--- src/hw/autoclass_defs.vh ---
`ifndef AUTOCLASS_DEFS_VH
`define AUTOCLASS_DEFS_VH

`define CMD_AUTOCLASS_CONTROL 8'h50
`define CMD_CH1_AUTOCLASS_POWER 8'h51
`define CMD_CH2_AUTOCLASS_POWER 8'h52
`define CMD_CH3_AUTOCLASS_POWER 8'h53
`define CMD_CH4_AUTOCLASS_POWER 8'h54
`define CMD_ALT_FOLDBACK_SELECT 8'h55

`define RST_AUTOCLASS_CONTROL 8'h00
`define RST_ALT_FOLDBACK_SELECT 8'h00
`define RST_POWER 7'h00

`define REQ_MSB 7
`define REQ_LSB 4
`define ADJ_MSB 3
`define ADJ_LSB 0

`define CLK_PERIOD_NS 5
`define START_LIMIT_MS 10
`define CLEAR_LIMIT_MS 1
`define ADJUST_LIMIT_MS 5
`define NS_PER_MS 1000000
`define START_CYCLES (`START_LIMIT_MS * `NS_PER_MS / `CLK_PERIOD_NS)
`define CLEAR_CYCLES (`CLEAR_LIMIT_MS * `NS_PER_MS / `CLK_PERIOD_NS)
`define ADJUST_CYCLES (`ADJUST_LIMIT_MS * `NS_PER_MS / `CLK_PERIOD_NS)
`define CNT_W 24

`endif

--- src/hw/autoclass_channel.v ---
`timescale 1ns/1ps
`include "autoclass_defs.vh"
module autoclass_channel
#(
  parameter [`CNT_W-1:0] start_cycles = `START_CYCLES,
  parameter [`CNT_W-1:0] adjust_cycles = `ADJUST_CYCLES
)
(
  input wire mclk,
  input wire sys_rst,
  input wire request,
  input wire auto_adjust,
  input wire channel_on,
  input wire turn_on_event,
  input wire meas_busy,
  input wire meas_done,
  input wire [6:0] meas_power,
  output reg meas_start,
  output reg clear_request,
  output reg [6:0] measured_power_count,
  output reg adjust_valid,
  output reg [6:0] adjust_power
);
  localparam st_idle = 2'd0;
  localparam st_wait = 2'd1;
  localparam st_meas = 2'd2;
  reg [1:0] state;
  reg [`CNT_W-1:0] wait_cnt;
  reg adj_pending;
  reg [`CNT_W-1:0] adj_cnt;

  always @(posedge mclk)
  begin
    if (sys_rst)
    begin
      state <= st_idle;
      wait_cnt <= {`CNT_W{1'b0}};
      meas_start <= 1'b0;
      clear_request <= 1'b0;
      measured_power_count <= `RST_POWER;
      adj_pending <= 1'b0;
      adj_cnt <= {`CNT_W{1'b0}};
      adjust_valid <= 1'b0;
      adjust_power <= `RST_POWER;
    end
    else
    begin
      meas_start <= 1'b0;
      clear_request <= 1'b0;
      adjust_valid <= 1'b0;
      if (turn_on_event && request)
      begin
        // Request held over from before turn-on is dropped
        clear_request <= 1'b1;
        state <= st_idle;
      end
      else
      begin
        case (state)
          st_idle:
          begin
            // A cleared bit still reads set for one more cycle; never restart on it
            if (request && channel_on && !clear_request)
            begin
              state <= st_wait;
              wait_cnt <= {`CNT_W{1'b0}};
            end
          end
          st_wait:
          begin
            // Start as soon as the engine is free, never past the limit
            if (!meas_busy || wait_cnt == start_cycles - 1'b1)
            begin
              meas_start <= 1'b1;
              state <= st_meas;
            end
            wait_cnt <= wait_cnt + 1'b1;
          end
          st_meas:
          begin
            if (meas_done)
            begin
              state <= st_idle;
              clear_request <= 1'b1;
            end
          end
          default:
          begin
            state <= st_idle;
          end
        endcase
      end
      if (meas_done && state == st_meas)
      begin
        measured_power_count <= meas_power;
        if (auto_adjust)
        begin
          adj_pending <= 1'b1;
          adj_cnt <= {`CNT_W{1'b0}};
        end
      end
      else if (adj_pending)
      begin
        // Threshold update issued well inside the window
        if (adj_cnt == adjust_cycles - 1'b1 || adj_cnt[0])
        begin
          adj_pending <= 1'b0;
          adjust_valid <= 1'b1;
          adjust_power <= measured_power_count;
        end
        adj_cnt <= adj_cnt + 1'b1;
      end
    end
  end
endmodule // autoclass_channel

--- src/hw/autoclass_foldback_regs.v ---
// Operation
// - Manual measurement starts within 10 ms after its request bit is set.
// - Request bit cleared within 1 ms after the power result updates.
// - Request set before channel turn-on is ignored and cleared at turn-on.
// - Auto-adjust bit set: power cut threshold follows measured power.
// - Automatic threshold change done within 5 ms of measurement end.
// - Power registers read-only, bits 6 to 0, bit 7 reads zero.
// - Result is peak average power, counted in 0.5 W steps.
// - Channel 1 to 4 power results sit at commands 51h to 54h.
// - Upper foldback bits select alternative operating curve while powered.
// - Lower foldback bits select alternative inrush curve.
`timescale 1ns/1ps
`include "autoclass_defs.vh"
module autoclass_foldback_regs
(
  input wire mclk,
  input wire sys_rst,
  input wire [7:0] cmd_addr,
  input wire cmd_wr,
  input wire cmd_rd,
  input wire [7:0] cmd_wdata,
  output reg [7:0] cmd_rdata,
  output wire cmd_hit,
  input wire [3:0] channel_on,
  input wire [3:0] channel_power_on_cmd,
  input wire [3:0] meas_busy,
  input wire [3:0] meas_done,
  input wire [27:0] measured_class_power,
  output wire [3:0] meas_start,
  output wire [3:0] pcut_adjust_valid,
  output wire [27:0] pcut_adjust_power,
  output wire [3:0] alt_operating_curve_en,
  output wire [3:0] alt_inrush_curve_en
);
  reg [7:0] autoclass_control;
  reg [7:0] alt_foldback_select;
  reg [3:0] turn_on_seen;
  wire [3:0] clear_request;
  wire [27:0] power_flat;
  wire [3:0] manual_measure_request;
  wire [3:0] threshold_auto_adjust_en;
  reg [3:0] next_request;
  reg [7:0] next_rdata;
  wire [7:0] ch1_autoclass_power;
  wire [7:0] ch2_autoclass_power;
  wire [7:0] ch3_autoclass_power;
  wire [7:0] ch4_autoclass_power;
  wire sel_control;
  wire sel_power;
  wire sel_foldback;

  assign manual_measure_request = autoclass_control[`REQ_MSB:`REQ_LSB];
  assign threshold_auto_adjust_en = autoclass_control[`ADJ_MSB:`ADJ_LSB];

  // Channel n uses bit n-1 of each 4-bit bus and lane n-1 of each 7-bit bus
  autoclass_channel u_ch1
  (
    .mclk(mclk),
    .sys_rst(sys_rst),
    .request(manual_measure_request[0]),
    .auto_adjust(threshold_auto_adjust_en[0]),
    .channel_on(channel_on[0]),
    .turn_on_event(turn_on_seen[0]),
    .meas_busy(meas_busy[0]),
    .meas_done(meas_done[0]),
    .meas_power(measured_class_power[6:0]),
    .meas_start(meas_start[0]),
    .clear_request(clear_request[0]),
    .measured_power_count(power_flat[6:0]),
    .adjust_valid(pcut_adjust_valid[0]),
    .adjust_power(pcut_adjust_power[6:0])
  );

  autoclass_channel u_ch2
  (
    .mclk(mclk),
    .sys_rst(sys_rst),
    .request(manual_measure_request[1]),
    .auto_adjust(threshold_auto_adjust_en[1]),
    .channel_on(channel_on[1]),
    .turn_on_event(turn_on_seen[1]),
    .meas_busy(meas_busy[1]),
    .meas_done(meas_done[1]),
    .meas_power(measured_class_power[13:7]),
    .meas_start(meas_start[1]),
    .clear_request(clear_request[1]),
    .measured_power_count(power_flat[13:7]),
    .adjust_valid(pcut_adjust_valid[1]),
    .adjust_power(pcut_adjust_power[13:7])
  );

  autoclass_channel u_ch3
  (
    .mclk(mclk),
    .sys_rst(sys_rst),
    .request(manual_measure_request[2]),
    .auto_adjust(threshold_auto_adjust_en[2]),
    .channel_on(channel_on[2]),
    .turn_on_event(turn_on_seen[2]),
    .meas_busy(meas_busy[2]),
    .meas_done(meas_done[2]),
    .meas_power(measured_class_power[20:14]),
    .meas_start(meas_start[2]),
    .clear_request(clear_request[2]),
    .measured_power_count(power_flat[20:14]),
    .adjust_valid(pcut_adjust_valid[2]),
    .adjust_power(pcut_adjust_power[20:14])
  );

  autoclass_channel u_ch4
  (
    .mclk(mclk),
    .sys_rst(sys_rst),
    .request(manual_measure_request[3]),
    .auto_adjust(threshold_auto_adjust_en[3]),
    .channel_on(channel_on[3]),
    .turn_on_event(turn_on_seen[3]),
    .meas_busy(meas_busy[3]),
    .meas_done(meas_done[3]),
    .meas_power(measured_class_power[27:21]),
    .meas_start(meas_start[3]),
    .clear_request(clear_request[3]),
    .measured_power_count(power_flat[27:21]),
    .adjust_valid(pcut_adjust_valid[3]),
    .adjust_power(pcut_adjust_power[27:21])
  );

  // Bit 7 of each power word has no storage behind it
  assign ch1_autoclass_power = {1'b0, power_flat[6:0]};
  assign ch2_autoclass_power = {1'b0, power_flat[13:7]};
  assign ch3_autoclass_power = {1'b0, power_flat[20:14]};
  assign ch4_autoclass_power = {1'b0, power_flat[27:21]};

  // Curve selects are plain levels; the power stage samples them at turn-on
  assign alt_operating_curve_en = alt_foldback_select[7:4] & channel_on;
  assign alt_inrush_curve_en = alt_foldback_select[3:0];

  // Register selects shared by the write path, the read path and the hit flag; sel_power feeds only the hit flag
  assign sel_control = (cmd_addr == `CMD_AUTOCLASS_CONTROL);
  assign sel_foldback = (cmd_addr == `CMD_ALT_FOLDBACK_SELECT);
  assign sel_power = (cmd_addr >= `CMD_CH1_AUTOCLASS_POWER) &&
                     (cmd_addr <= `CMD_CH4_AUTOCLASS_POWER);
  assign cmd_hit = sel_control || sel_power || sel_foldback;

  always @*
  begin
    // Host write first, then hardware clear so a clear in the same cycle lands
    next_request = manual_measure_request;
    if (cmd_wr && sel_control)
      next_request = cmd_wdata[`REQ_MSB:`REQ_LSB];
    next_request = next_request & ~clear_request;
  end

  // Request bits follow next_request; adjust bits change only on a host write
  always @(posedge mclk)
  begin
    if (sys_rst)
      autoclass_control <= `RST_AUTOCLASS_CONTROL;
    else
    begin
      autoclass_control[`REQ_MSB:`REQ_LSB] <= next_request;
      if (cmd_wr && sel_control)
        autoclass_control[`ADJ_MSB:`ADJ_LSB] <= cmd_wdata[`ADJ_MSB:`ADJ_LSB];
    end
  end

  // Whole byte is writable; the inrush half only matters before turn-on
  always @(posedge mclk)
  begin
    if (sys_rst)
      alt_foldback_select <= `RST_ALT_FOLDBACK_SELECT;
    else if (cmd_wr && sel_foldback)
      alt_foldback_select <= cmd_wdata;
  end

  // Turn-on pulse is registered once, so it meets the request bit a cycle late
  always @(posedge mclk)
  begin
    if (sys_rst)
      turn_on_seen <= 4'h0;
    else
      turn_on_seen <= channel_power_on_cmd;
  end

  // Decode first, then register, so read data stands until the next read
  always @*
  begin
    next_rdata = 8'h00;
    if (sel_control)
      next_rdata = autoclass_control;
    else if (cmd_addr == `CMD_CH1_AUTOCLASS_POWER)
      next_rdata = ch1_autoclass_power;
    else if (cmd_addr == `CMD_CH2_AUTOCLASS_POWER)
      next_rdata = ch2_autoclass_power;
    else if (cmd_addr == `CMD_CH3_AUTOCLASS_POWER)
      next_rdata = ch3_autoclass_power;
    else if (cmd_addr == `CMD_CH4_AUTOCLASS_POWER)
      next_rdata = ch4_autoclass_power;
    else if (sel_foldback)
      next_rdata = alt_foldback_select;
  end

  always @(posedge mclk)
  begin
    if (sys_rst)
      cmd_rdata <= 8'h00;
    else if (cmd_rd)
      cmd_rdata <= next_rdata;
  end
endmodule // autoclass_foldback_regs

--- config.mk ---
export PLATFORM = sky130hd
export DESIGN_NAME = autoclass_foldback_regs
export DESIGN_NICKNAME = d
export VERILOG_FILES = /design/src/hw/autoclass_channel.v /design/src/hw/autoclass_foldback_regs.v
export VERILOG_INCLUDE_DIRS = /design/src /design/src/hw
export SDC_FILE = /design/constraint.sdc
export NUM_CORES = 1
export LEC_CHECK = 0
export ABC_CLOCK_PERIOD_IN_PS = 2900
export BUFFER_PORTS_ARGS = -buffer_cell sky130_fd_sc_hd__clkbuf_2
export CAP_MARGIN = 20
export CORE_MARGIN = 8
export CORE_UTILIZATION = 50
export CTS_CLUSTER_SIZE = 24
export DETAILED_ROUTE_END_ITERATION = 7
export GPL_ROUTABILITY_DRIVEN = 1
export PLACE_DENSITY = 0.79
export SLEW_MARGIN = 10
export SYNTH_ARGS = -nofsm -noshare
export SYNTH_HDL_FRONTEND = slang
export SYNTH_SLANG_ARGS = --single-unit
--- constraint.sdc ---
create_clock -name mclk -period 2.9 [get_ports mclk]
set_input_delay 0.58 -clock mclk [delete_from_list [all_inputs] [get_ports mclk]]
set_output_delay 0.58 -clock mclk [all_outputs]
set_load 0.005 [all_outputs]
# After elaboration in Yosys (flattened, before gate mapping)
# Index checks and enable logic that the tools add are counted.
# W data, S select, Z words.
# totals
word_cells,264
reg_bits,300
in_bits,64
# classes
bitwise_logic,19
n_lt_le_gt_ge,2
eq_ne,38
muxes,79
reduce_logical,77
add_sub_neg,8
# ops
operator,count
$mux W24,16
$add A24 B1 Y24 const B,8
$pmux W24 S2,4
$eq A24 B20 Y1 const B,4
$eq A24 B21 Y1 const B,4
$eq A8 B7 Y1 const B,6
$mux W8,6
$mux W1,36
$reduce_and A3 Y1,12
$mux W2,12
$pmux W2 S3,4
$reduce_or A3 Y1,8
$logic_and A1 B1 Y1,19
$ne A2 B1 Y1 const B,8
$ne A2 B2 Y1 const B,8
$not A1 Y1,16
$reduce_bool A2 Y1,8
$logic_or A1 B1 Y1,10
$and A4 B4 Y4,2
$eq A2 B1 Y1 const B,4
$eq A2 B2 Y1 const B,4
$ge A8 B7 Y1 const B,1
$le A8 B7 Y1 const B,1
$logic_not A1 Y1,8
other kinds (5),14

# Longest topological paths before layout
# Gate-level depths: netlist of run 1.
# depth
ltp_word,7
depth_mapped,8

# Cells and area by module
# Synthesis of run 1 repeated with hierarchy kept, for this count alone.
# hier_totals
cells_unflattened,1923
area_unflattened_um2,15656.3
# modules_own_cells
mod,cells_per_inst,area_each_um2,instances,seq_area_each_um2
autoclass_channel (u_ch1 ...),449,3580.9,3,1361.3
autoclass_channel (u_ch2),399,3372.0,1,1361.3
autoclass_foldback_regs,177,1541.5,1,560.5

# Worst setup path after synthesis of run 1
# No wires, ideal clock.
# synth_path
kind,input port to flip-flop
startpoint,input cmd_addr[0]
endpoint,register cmd_rdata[4]
t_arrival_ns,2.078
required_time_ns,2.772
slack_ns,0.694
cell_stages,6
setup_time_ns,0.128
path_cell_list,clkbuf_1 -> clkbuf_1 -> mux2_2 -> a222oi_1 -> o32a_1 -> nor2_1
# synth_via
elab_chain_len,7
# synth_lines
element,line,text
start: declaration,autoclass_foldback_regs.v:18,"input wire [7:0] cmd_addr,"
$eq A8 B7 Y1 (no source line),--,
$mux W8,autoclass_foldback_regs.v:199,else if (sel_foldback)
$mux W8,autoclass_foldback_regs.v:197,else if (cmd_addr == `CMD_CH4_AUTOCLASS_POWER)
$mux W8,autoclass_foldback_regs.v:195,else if (cmd_addr == `CMD_CH3_AUTOCLASS_POWER)
$mux W8,autoclass_foldback_regs.v:193,else if (cmd_addr == `CMD_CH2_AUTOCLASS_POWER)
$mux W8,autoclass_foldback_regs.v:191,else if (cmd_addr == `CMD_CH1_AUTOCLASS_POWER)
$mux W8 (*),autoclass_foldback_regs.v:189,if (sel_control)
end signal: assignment,autoclass_foldback_regs.v:208,cmd_rdata <= next_rdata;
end: declaration,autoclass_foldback_regs.v:22,"output reg [7:0] cmd_rdata,"
# Mark *: on every way between the ends. The rest lies on a longest branch, timed or not.
# A chain may end at the register's enable or synchronous reset.

# Worst setup path after layout of run 1
# layout_path
startpoint,register u_ch3.adj_cnt[0]
endpoint,register u_ch3.adjust_power[5]
# layout_via
elab_chain_len,3
# layout_lines
element,line,text
start: declaration,autoclass_channel.v:30,reg [`CNT_W-1:0] adj_cnt;
start signal: assignment,autoclass_channel.v:42,adj_cnt <= {`CNT_W{1'b0}};
start signal: assignment,autoclass_channel.v:99,adj_cnt <= {`CNT_W{1'b0}};
start signal: assignment,autoclass_channel.v:111,adj_cnt <= adj_cnt + 1'b1;
$eq A24 B20 Y1,autoclass_channel.v:105,if (adj_cnt == adjust_cycles - 1'b1 || adj_cnt[0])
$logic_or A1 B1 Y1 (*),autoclass_channel.v:105,
$reduce_and A3 Y1 (no source line) (*),--,
end signal: assignment,autoclass_channel.v:44,adjust_power <= `RST_POWER;
end signal: assignment,autoclass_channel.v:109,adjust_power <= measured_power_count;
end: declaration,autoclass_channel.v:22,output reg [6:0] adjust_power
# Marks and branches as above.

==> impl_metrics.yaml, run 1 <==
cts:
  cts-buffers-inserted: 31
  clkTransAtPathRegs_ps: 60
  cts_resized: 0
  root_buffer: "clkbuf_16"
  clk_path_buf_depth: 3
  cts.htree.levels: 1
  clock-sinks: 300
  post-cts-setup-buffers: 0
  tritoncts: "done"
  clk-insertion-delay-late_ps: 560
  ctsHoldBuffers: 0
routing:
  post_drt_wl_per_cell_um: 16.13
  wirelength_mm: 33.19
  drt_iter0_markers: 915
  drc: 2
  vias_per_cell: 5.766
  drt_first_pass_iters: 8
  routed-via-count: 11860
  antenna_left: 0
job:
  cap_violations: 0
layout:
  nNetsFinal: 1761
  fillCellCount: 2372
  final_common_cell: "dfxtp_1"
  synthToLayoutAreaGrowth_pct: 13.24
  mostFrequentLayoutCells: "dfxtp_1, nor2_1, nand2_1, clkbuf_2, a21oi_1"
  drive_gt1_frac: 0.1250
  layoutNonFillerInstCount: 2057
worst_setup_path:
  crit_family: "simple AND/OR/NAND/NOR gates"
  path_buf_inv: 0
  r2r_slack_ps: 600
  path_class: "flip-flop to flip-flop"
  cp.required_ps: 3310
  timing.rr.end: "u_ch3.adjust_power[5]"
  critPathCaptureType: "flip-flop"
  path_cells: "ha_1 > nand4_1 > or4b_1 > o21ai_2 > mux2i_1 > nor2_1"
  max_stage_delay_ps: 530
  startpoint_type: "flip-flop"
  path_max_fanout: 8
  r2r_cells: 6
  critPathSlowestCell: "or4b_1"
  r2r_start: "u_ch3.adj_cnt[0]"
  arrival_ps: 2710
timing:
  grt_setup_unrepaired: "no"
  relSlewSlack: 0.3697
  finalSetupViolCount: 0
  fin_crit_sh: 0.7924
  setup_tns_ps: 0
  slew_viol_final: 0
  tightest_slew_ps: 938.2
  fmax_ghz: 0.4352
  hold_viol: 0
  fin_crit_ps: 2298
  skew_ps: 18.38
die:
  num_rows: 60
  coreArea_sq_um: 26880
  die_h_um: 181.3
  start_util: 0.5084
  fp.dieW_um: 181.3
  ios: 117
  die_area_sq_um: 32880
synthesis:
  avgSynthCellArea_sq_um: 8.540
  synth-seq-area-share: 0.4395
  yosys_most_used_dff: "dfxtp_1"
  synth_nets: 1672
  ys_types: 68
  synth-edff-count: 0
  ys_warn_count: 0
  synth_seq_cells: 300
  netlist_instances: 1600
  async_flop_share: 0
  syn_area_sq_um: 13660
global_route:
  antenna_found_initial: 5
  grt_max_degree: 58
  track_usage: 0.1935
  overflow: 0
  grt_pass1_wl_mm: 54.32
  grt_pass1_vias: 11110
place:
  gp_congestion: 0.8486
  dp_hpwl_mm: 23.57
  port_buffers: 116
  dp.cells: 1996
power:
  peakVddDrop_v: 0.0004569
  p_leak_uw: 0.005513
  powerDensity_nw_per_um2: 522.1
hold_path:
  hp-start: "channel_power_on_cmd[2]"
  hold_path_depth: 2
  hold_end: "turn_on_seen[2]"
  hold_path_class: "input pin to flip-flop"
run_status:
  violations: "design-rule violations"
  status: "complete, but fails checks"
==> through the flow <==
stage	total power [uW]	worst slack [ps]	hold WS (ps)	util	cell area (sq um)
global route	8342	434.9	226.6	0.5757	15470
finish	8079	602.0	232.9	0.5757	15470
detailed placement	4402	468.8	411.3	0.5390	14490
global placement	4400	556.0	402.5	0.5390	14490
CTS	8156	580.7	211.3	0.5751	15460
floorplan	4319	694.2	393.2	-	13660
==> cell usage after synthesis (4+ instances only) <==
cell type	instances	area, sq um
a211oi_1	4	30.03
a21o_1	6	45.04
a21oi_1	94	470.5
a222oi_1	5	50.05
a22o_1	6	52.55
a22oi_1	5	37.54
a31o_2	4	35.03
a31oi_1	5	31.28
and2_1	16	100.1
and3_1	31	193.9
and3b_1	9	78.83
and4_1	17	148.9
buf_4	12	90.09
clkbuf_1	67	251.5
dfxtp_1	300	6006
ha_1	8	100.1
inv_1	32	120.1
mux2_2	12	135.1
mux2i_1	52	520.5
nand2_1	137	514.2
nand2b_1	15	93.84
nand3_1	63	315.3
nand3b_1	7	52.55
nand4_1	61	381.6
nor2_1	228	855.8
nor2b_1	9	56.30
nor3_1	53	265.3
nor3b_1	13	97.59
nor4_1	47	294.0
nor4b_1	13	113.9
o2111ai_1	4	35.03
o21ai_0	33	165.2
o22ai_1	4	25.02
o31ai_1	6	45.04
o32a_1	5	50.05
or3_1	22	137.6
or4_1	10	75.07
xnor2_1	80	700.7
xor2_1	59	516.8
==> cell families after synthesis <==
group,synth area share
adders and majority gates,0.007326
buffers and inverters,0.03599
xor gates and xnor gates,0.08909
DFF,0.4395
and+or+nand+nor,0.2851
muxes,0.04798
AOI/OAI and AO/OA,0.09496
==> report_power, final <==
part / leakage, uW / total [uW] / internal (uW) / switching, uW
logic: 0.00262 / 185 / 61.2 / 124
registers: 0.00242 / 4130 / 4120 / 3.66
clock network: 0.000479 / 3770 / 2170 / 1600
total: 0.00551 / 8080 / 6350 / 1730
==> cell type report <==
type | count | area (sq um) | share of cell area
repair buffers | 141 | 770.7 | 0.04981
multi-input cells | 1182 | 7167 | 0.4632
diodes | 4 | 10.01 | 0.0006469
inverters | 33 | 123.9 | 0.008005
clock inverters | 8 | 50.05 | 0.003234
clock buffers | 48 | 919.6 | 0.05943
flip-flops and latches | 300 | 6006 | 0.3881
well taps | 341 | 426.7 | 0.02757
==> state kept, by name (all words and copies together), names as in the netlist, 8 cells and up <==
register / cells
u_ch1.adj_cnt: 24
u_ch4.wait_cnt: 24
cmd_rdata: 8
u_ch1.wait_cnt: 24
u_ch2.wait_cnt: 24
u_ch2.adj_cnt: 24
u_ch3.wait_cnt: 24
alt_foldback_select: 8
u_ch3.adj_cnt: 24
autoclass_control: 8
u_ch4.adj_cnt: 24
==> routing by layer <==
layer / track usage / wire [um]
met4: 0.08068 / 1188
met3: 0.03771 / 2332
met2: 0.3102 / 14930
met5: 0 / 9
met1: 0.2515 / 14730
==> worst max path at each step <==
stage | from | endpoint | slack (ps) | cells after the start
final | u_ch3.adj_cnt[0] | u_ch3.adjust_power[5] | 600 | 6
after global routing | u_ch3.adj_cnt[0] | u_ch3.adjust_power[4] | 430 | 6
after CTS | cmd_addr[3] | cmd_hit | 580 | 6
after detailed placement | meas_done[2] | u_ch3.adjust_power[4] | 470 | 6
after global placement | meas_done[2] | u_ch3.adjust_power[6] | 560 | 6
after floorplan | cmd_addr[0] | cmd_rdata[4] | 690 | 6
No activity file was read; power rests on OpenSTA's default activity.
==> run 2, diff against run 1 <==
--- a/config.mk
+++ b/config.mk
@@ -6,7 +6,7 @@
 export SDC_FILE = /design/constraint.sdc
 export NUM_CORES = 1
 export LEC_CHECK = 0
-export ABC_CLOCK_PERIOD_IN_PS = 2900
+export ABC_CLOCK_PERIOD_IN_PS = 2200
 export BUFFER_PORTS_ARGS = -buffer_cell sky130_fd_sc_hd__clkbuf_2
 export CAP_MARGIN = 20
 export CORE_MARGIN = 8
==> constraint.sdc (replaced) <==
create_clock -name mclk -period 2.2 [get_ports mclk]
set_input_delay 0.44 -clock mclk [delete_from_list [all_inputs] [get_ports mclk]]
set_output_delay 0.44 -clock mclk [all_outputs]
set_load 0.005 [all_outputs]
==> impl_metrics.yaml, run 2 (synthesis gave the netlist of run 1 again) <==
hold_path:
  hp-start: "measured_class_power[14]"
  hold_path_class: "input pin to flip-flop"
  hold_path_depth: 3
  hold_end: "u_ch3.measured_power_count[0]"
die:
  coreArea_sq_um: 26880
  ios: 117
  num_rows: 60
  die_area_sq_um: 32880
  start_util: 0.5084
  fp.dieW_um: 181.3
  die_h_um: 181.3
layout:
  nNetsFinal: 1801
  mostFrequentLayoutCells: "dfxtp_1, nor2_1, nand2_1, clkbuf_2, a21oi_1"
  final_common_cell: "dfxtp_1"
  fin_util: 0.5902
  drive_gt1_frac: 0.1462
  synthToLayoutAreaGrowth_pct: 16.09
worst_setup_path:
  critPathCaptureType: "output pin"
  timing.rr.end: "u_ch3.adjust_power[2]"
  critPathSlowestCell: "nor4b_1"
  r2r_cells: 7
  max_stage_delay_ps: 360
  r2r_start: "u_ch3.adj_cnt[1]"
  path_cells: "clkbuf_2 > nor4b_1 > buf_4 > nand2_1 > a21oi_1 > buf_4 > clkbuf_2"
  startpoint_type: "input pin"
  arrival_ps: 1650
  path_max_fanout: 3
  path_class: "input pin to output pin"
  r2r_slack_ps: 170
  cp.required_ps: 1760
cts:
  clkTransAtPathRegs_ps: 50
  clk_path_buf_depth: 3
  cts.htree.levels: 2
  ctsHoldBuffers: 0
  tritoncts: "done"
  cts-buffers-inserted: 34
  cts_resized: 0
  clk-insertion-delay-late_ps: 510
  post-cts-setup-buffers: 0
  clock-sinks: 300
  root_buffer: "clkbuf_16"
power:
  power.internal_uw: 8726
  power_frac_seq: 0.489
  clkPwrFrac: 0.487
  p_leak_uw: 0.005746
  pwr-share-comb: 0.023
  peakVddDrop_v: 0.0006161
  total_power_uw: 11120
  switchingPower_uw: 2391
  p_sw_frac: 0.2151
  powerDensity_nw_per_um2: 700.8
timing:
  holdWs_ps: 151.2
  fin_crit_sh: 0.9502
  slew_viol_final: 0
  fmax_ghz: 0.4783
  tightest_slew_ps: 673.8
  hold_viol: 0
  setup_tns_ps: 0
  finalSetupViolCount: 0
  fin_crit_ps: 2091
  grt_setup_unrepaired: "no"
  skew_ps: 13.79
  relSlewSlack: 0.5503
routing:
  drt_first_pass_iters: 8
  routed-via-count: 12010
  post_drt_wl_per_cell_um: 16.21
  drc: 0
  vias_per_cell: 5.736
  drt_iter0_markers: 986
  antenna_left: 0
  wirelength_mm: 33.94
global_route:
  track_usage: 0.1998
  grt_pass1_vias: 11210
  antenna_found_initial: 3
  grt_max_degree: 27
  grt_pass1_wl_mm: 55.72
  overflow: 0
job:
  cap_violations: 0
run_status:
  status: "complete, no violations"
place:
  dp_hpwl_mm: 24.18
  port_buffers: 116
  gp_congestion: 0.9000
==> run 2: changes by cell type in the layout (fill, tap and decap cells not counted), sizes merged <==
cell / previous run / this run
buf: 25 / 63
bufinv: 0 / 1
clkbuf: 164 / 161
clkinv: 7 / 9
clkinvlp: 1 / 2
diode: 4 / 2
==> run 2: worst max-delay path by stage <==
stage,start,endpoint,cells after the start
after floorplan,u_ch1.state[1],u_ch1.adj_cnt[22],7
after global placement,meas_done[0],u_ch1.adj_cnt[22],6
after detailed placement,cmd_addr[3],cmd_hit,7
after CTS,cmd_addr[3],cmd_hit,7
after global routing,cmd_addr[3],cmd_hit,7
final,cmd_addr[3],cmd_hit,7
==> run 2: power groups by stage <==
stage          registers [uW]  logic, uW  clock network [uW]
6_report                 5440        259                5420
5_1_grt                  5440        281                5740
4_1_cts                  5440        258                5520
3_5_place_dp             5560        256                   0
3_3_place_gp             5560        253                   0
2_1_floorplan            5560        133                   0
==> run 2: layout make-up <==
| cell class | count | area [sq um] |
|---|---|---|
| repair buffers | 178 | 1074 |
| multi-input cells | 1182 | 7167 |
| clock inverters | 12 | 93.84 |
| fillers | 2293 | 11010 |
| well taps | 341 | 426.7 |
| inverters | 33 | 123.9 |
| clock buffers | 46 | 967.2 |
| flip-flops and latches | 300 | 6006 |
| diodes | 2 | 5.005 |
==> run 2: layer usage <==
layer / vias to the layer above / global-route usage / share of wire
met1: 5660 / 0.2641 / 0.45
met5: - / 0 / 0.00038
li1: 5922 / - / -
met4: 2 / 0.08593 / 0.037
met2: 353 / 0.3145 / 0.45
met3: 74 / 0.03771 / 0.061
==> run 2: stage by stage <==
stage / cell area [sq um] / setup slack (ps) / cells
5_1_grt: 15860 / 41.07 / 2094
6_report: 15860 / 109.5 / 2094
4_1_cts: 15860 / 65.45 / 2092
3_3_place_gp: 14800 / 151.3 / 2034
3_5_place_dp: 14800 / 79.00 / 2034
2_1_floorplan: 13660 / 64.80 / 1600
==> run 2: critical path: cells and delay by family <==
family,cells,cell delay [ps]
AND/OR/NAND/NOR,2,440
buffers and inverters,4,540
AO/OA/AOI/OAI,1,220
==> run 3, diff against run 2 <==
--- a/config.mk
+++ b/config.mk
@@ -15,7 +15,6 @@
 export DETAILED_ROUTE_END_ITERATION = 7
 export GPL_ROUTABILITY_DRIVEN = 1
 export PLACE_DENSITY = 0.79
-export SLEW_MARGIN = 10
 export SYNTH_ARGS = -nofsm -noshare
 export SYNTH_HDL_FRONTEND = slang
 export SYNTH_SLANG_ARGS = --single-unit
==> constraint.sdc (replaced) <==
create_clock -name mclk -period 2.2 [get_ports mclk]
set_input_delay 0.55 -clock mclk [delete_from_list [all_inputs] [get_ports mclk]]
set_output_delay 0.55 -clock mclk [all_outputs]
set_load 0.005 [all_outputs]
==> impl_metrics.yaml, run 3 (synthesis gave the netlist of run 1 again) <==
global_route:
  grt_pass1_vias: 11330
  grt_pass1_wl_mm: 55.10
  overflow: 0
  grt_max_degree: 30
  antenna_found_initial: 8
  track_usage: 0.1959
timing:
  relSlewSlack: 0.5975
  hold_viol: 0
  slew_viol_final: 0
  skew_ps: 20.98
  finalSetupViolCount: 0
  grt_setup_unrepaired: "no"
  fmax_ghz: 0.4695
  holdWs_ps: 210.5
  fin_crit_ps: 2130
  fin_crit_sh: 0.9681
  setup_tns_ps: 0
  worst_slack_ps: 70.22
  tightest_slew_ps: 603.1
power:
  power_frac_seq: 0.493
  powerDensity_nw_per_um2: 694.5
  peakVddDrop_v: 0.0004714
  total_power_uw: 11040
  clkPwrFrac: 0.484
  p_sw_frac: 0.2022
  switchingPower_uw: 2231
  pwr-share-comb: 0.023
  power.internal_uw: 8804
  p_leak_uw: 0.005752
routing:
  routed-via-count: 11930
  post_drt_wl_per_cell_um: 16.00
  wirelength_mm: 33.56
  drt_iter0_markers: 1106
  drt_first_pass_iters: 5
  drc: 0
  antenna_left: 0
  vias_per_cell: 5.690
layout:
  nNetsFinal: 1799
  drive_gt1_frac: 0.1446
  synthToLayoutAreaGrowth_pct: 16.29
  mostFrequentLayoutCells: "dfxtp_1, nor2_1, nand2_1, clkbuf_2, a21oi_1"
  fillCellCount: 2347
  seqCellArea_sq_um: 6006
  final_common_cell: "dfxtp_1"
  multiInputGateArea_sq_um: 7172
cts:
  tritoncts: "done"
  cts-buffers-inserted: 30
  root_buffer: "clkbuf_16"
  clk-insertion-delay-late_ps: 550
  cts.htree.levels: 1
  clock-sinks: 300
  clk_path_buf_depth: 3
  ctsHoldBuffers: 0
  clkTransAtPathRegs_ps: 60
die:
  die_h_um: 181.3
  die_area_sq_um: 32880
  fp.dieW_um: 181.3
  ios: 117
  coreArea_sq_um: 26880
  num_rows: 60
  start_util: 0.5084
hold_path:
  hold_path_class: "input pin to flip-flop"
place:
  gp_congestion: 0.8704
  dpl_worst_slack_ps: 0.6477
  port_buffers: 116
  dp_hpwl_mm: 24.35
worst_setup_path:
  arrival_ps: 1580
  critPathCaptureType: "output pin"
  cp.required_ps: 1650
  path_max_fanout: 2
  startpoint_type: "input pin"
  path_class: "input pin to output pin"
job:
  cap_violations: 0
run_status:
  status: "complete, no violations"
-- run 3: power groups by stage --
stage,Combinational [uW],Sequential [uW],Clock (uW)
5_1_grt,280,5440,5650
3_5_place_dp,253,5560,0
3_3_place_gp,252,5560,0
2_1_floorplan,133,5560,0
6_report,257,5440,5340
4_1_cts,255,5440,5440
-- run 3: final timing paths --
check / startpoint / endpoint / slack, ps / cells after the start
max: cmd_addr[3] / cmd_hit / 70 / 7
min: channel_power_on_cmd[2] / turn_on_seen[2] / 210 / 2
max reg2reg: u_ch3.adj_cnt[1] / u_ch3.adjust_power[2] / 150 / 7
min reg2reg: u_ch4.clear_request / autoclass_control[7] / 420 / 1
-- run 3: layer usage --
metal  global-route usage  part of all wire  wire, um  vias to the layer above
li1                     -                 -         -                     5924
met3              0.03791             0.056      1896                       65
met4              0.08527             0.034      1135                        4
met5                    0           0.00072        24                        -
met2               0.3113              0.46     15280                      317
met1               0.2557              0.45     15220                     5621
-- run 3: what timing repair did --
| action | CTS | global route |
|---|---|---|
| endpoints found under the setup margin | 0 | 2 |
| buffers inserted | 0 | 0 |
| endpoints found under the hold margin | 0 | 0 |
| resized for setup | 0 | 1 |
-- run 3: worst max-delay path, stage by stage --
cell      delay, ps
clkbuf_2         80
nor4b_1         300
buf_4           190
nand2_1          90
a21oi_1         130
buf_4           130
clkbuf_2        110
-- run 3: stage by stage --
stage | std cells | utilization | area [sq um]
after floorplan | 1600 | - | 13660
after global placement | 2036 | 0.5516 | 14820
after detailed placement | 2036 | 0.5516 | 14820
after CTS | 2091 | 0.5905 | 15870
after global routing | 2097 | 0.5912 | 15890
final | 2097 | 0.5912 | 15890
-- run 3: area by class of cell --
| cell class | count | area share |
|---|---|---|
| Sequential cell | 300 | 0.3780 |
| Tap cell | 341 | 0.02685 |
| Antenna cell | 6 | 0.0009449 |
| Clock buffer | 47 | 0.05701 |
| Timing Repair Buffer | 180 | 0.06929 |
| Inverter | 33 | 0.007795 |
| Clock inverter | 8 | 0.008819 |
| Multi-Input combinational cell | 1182 | 0.4513 |
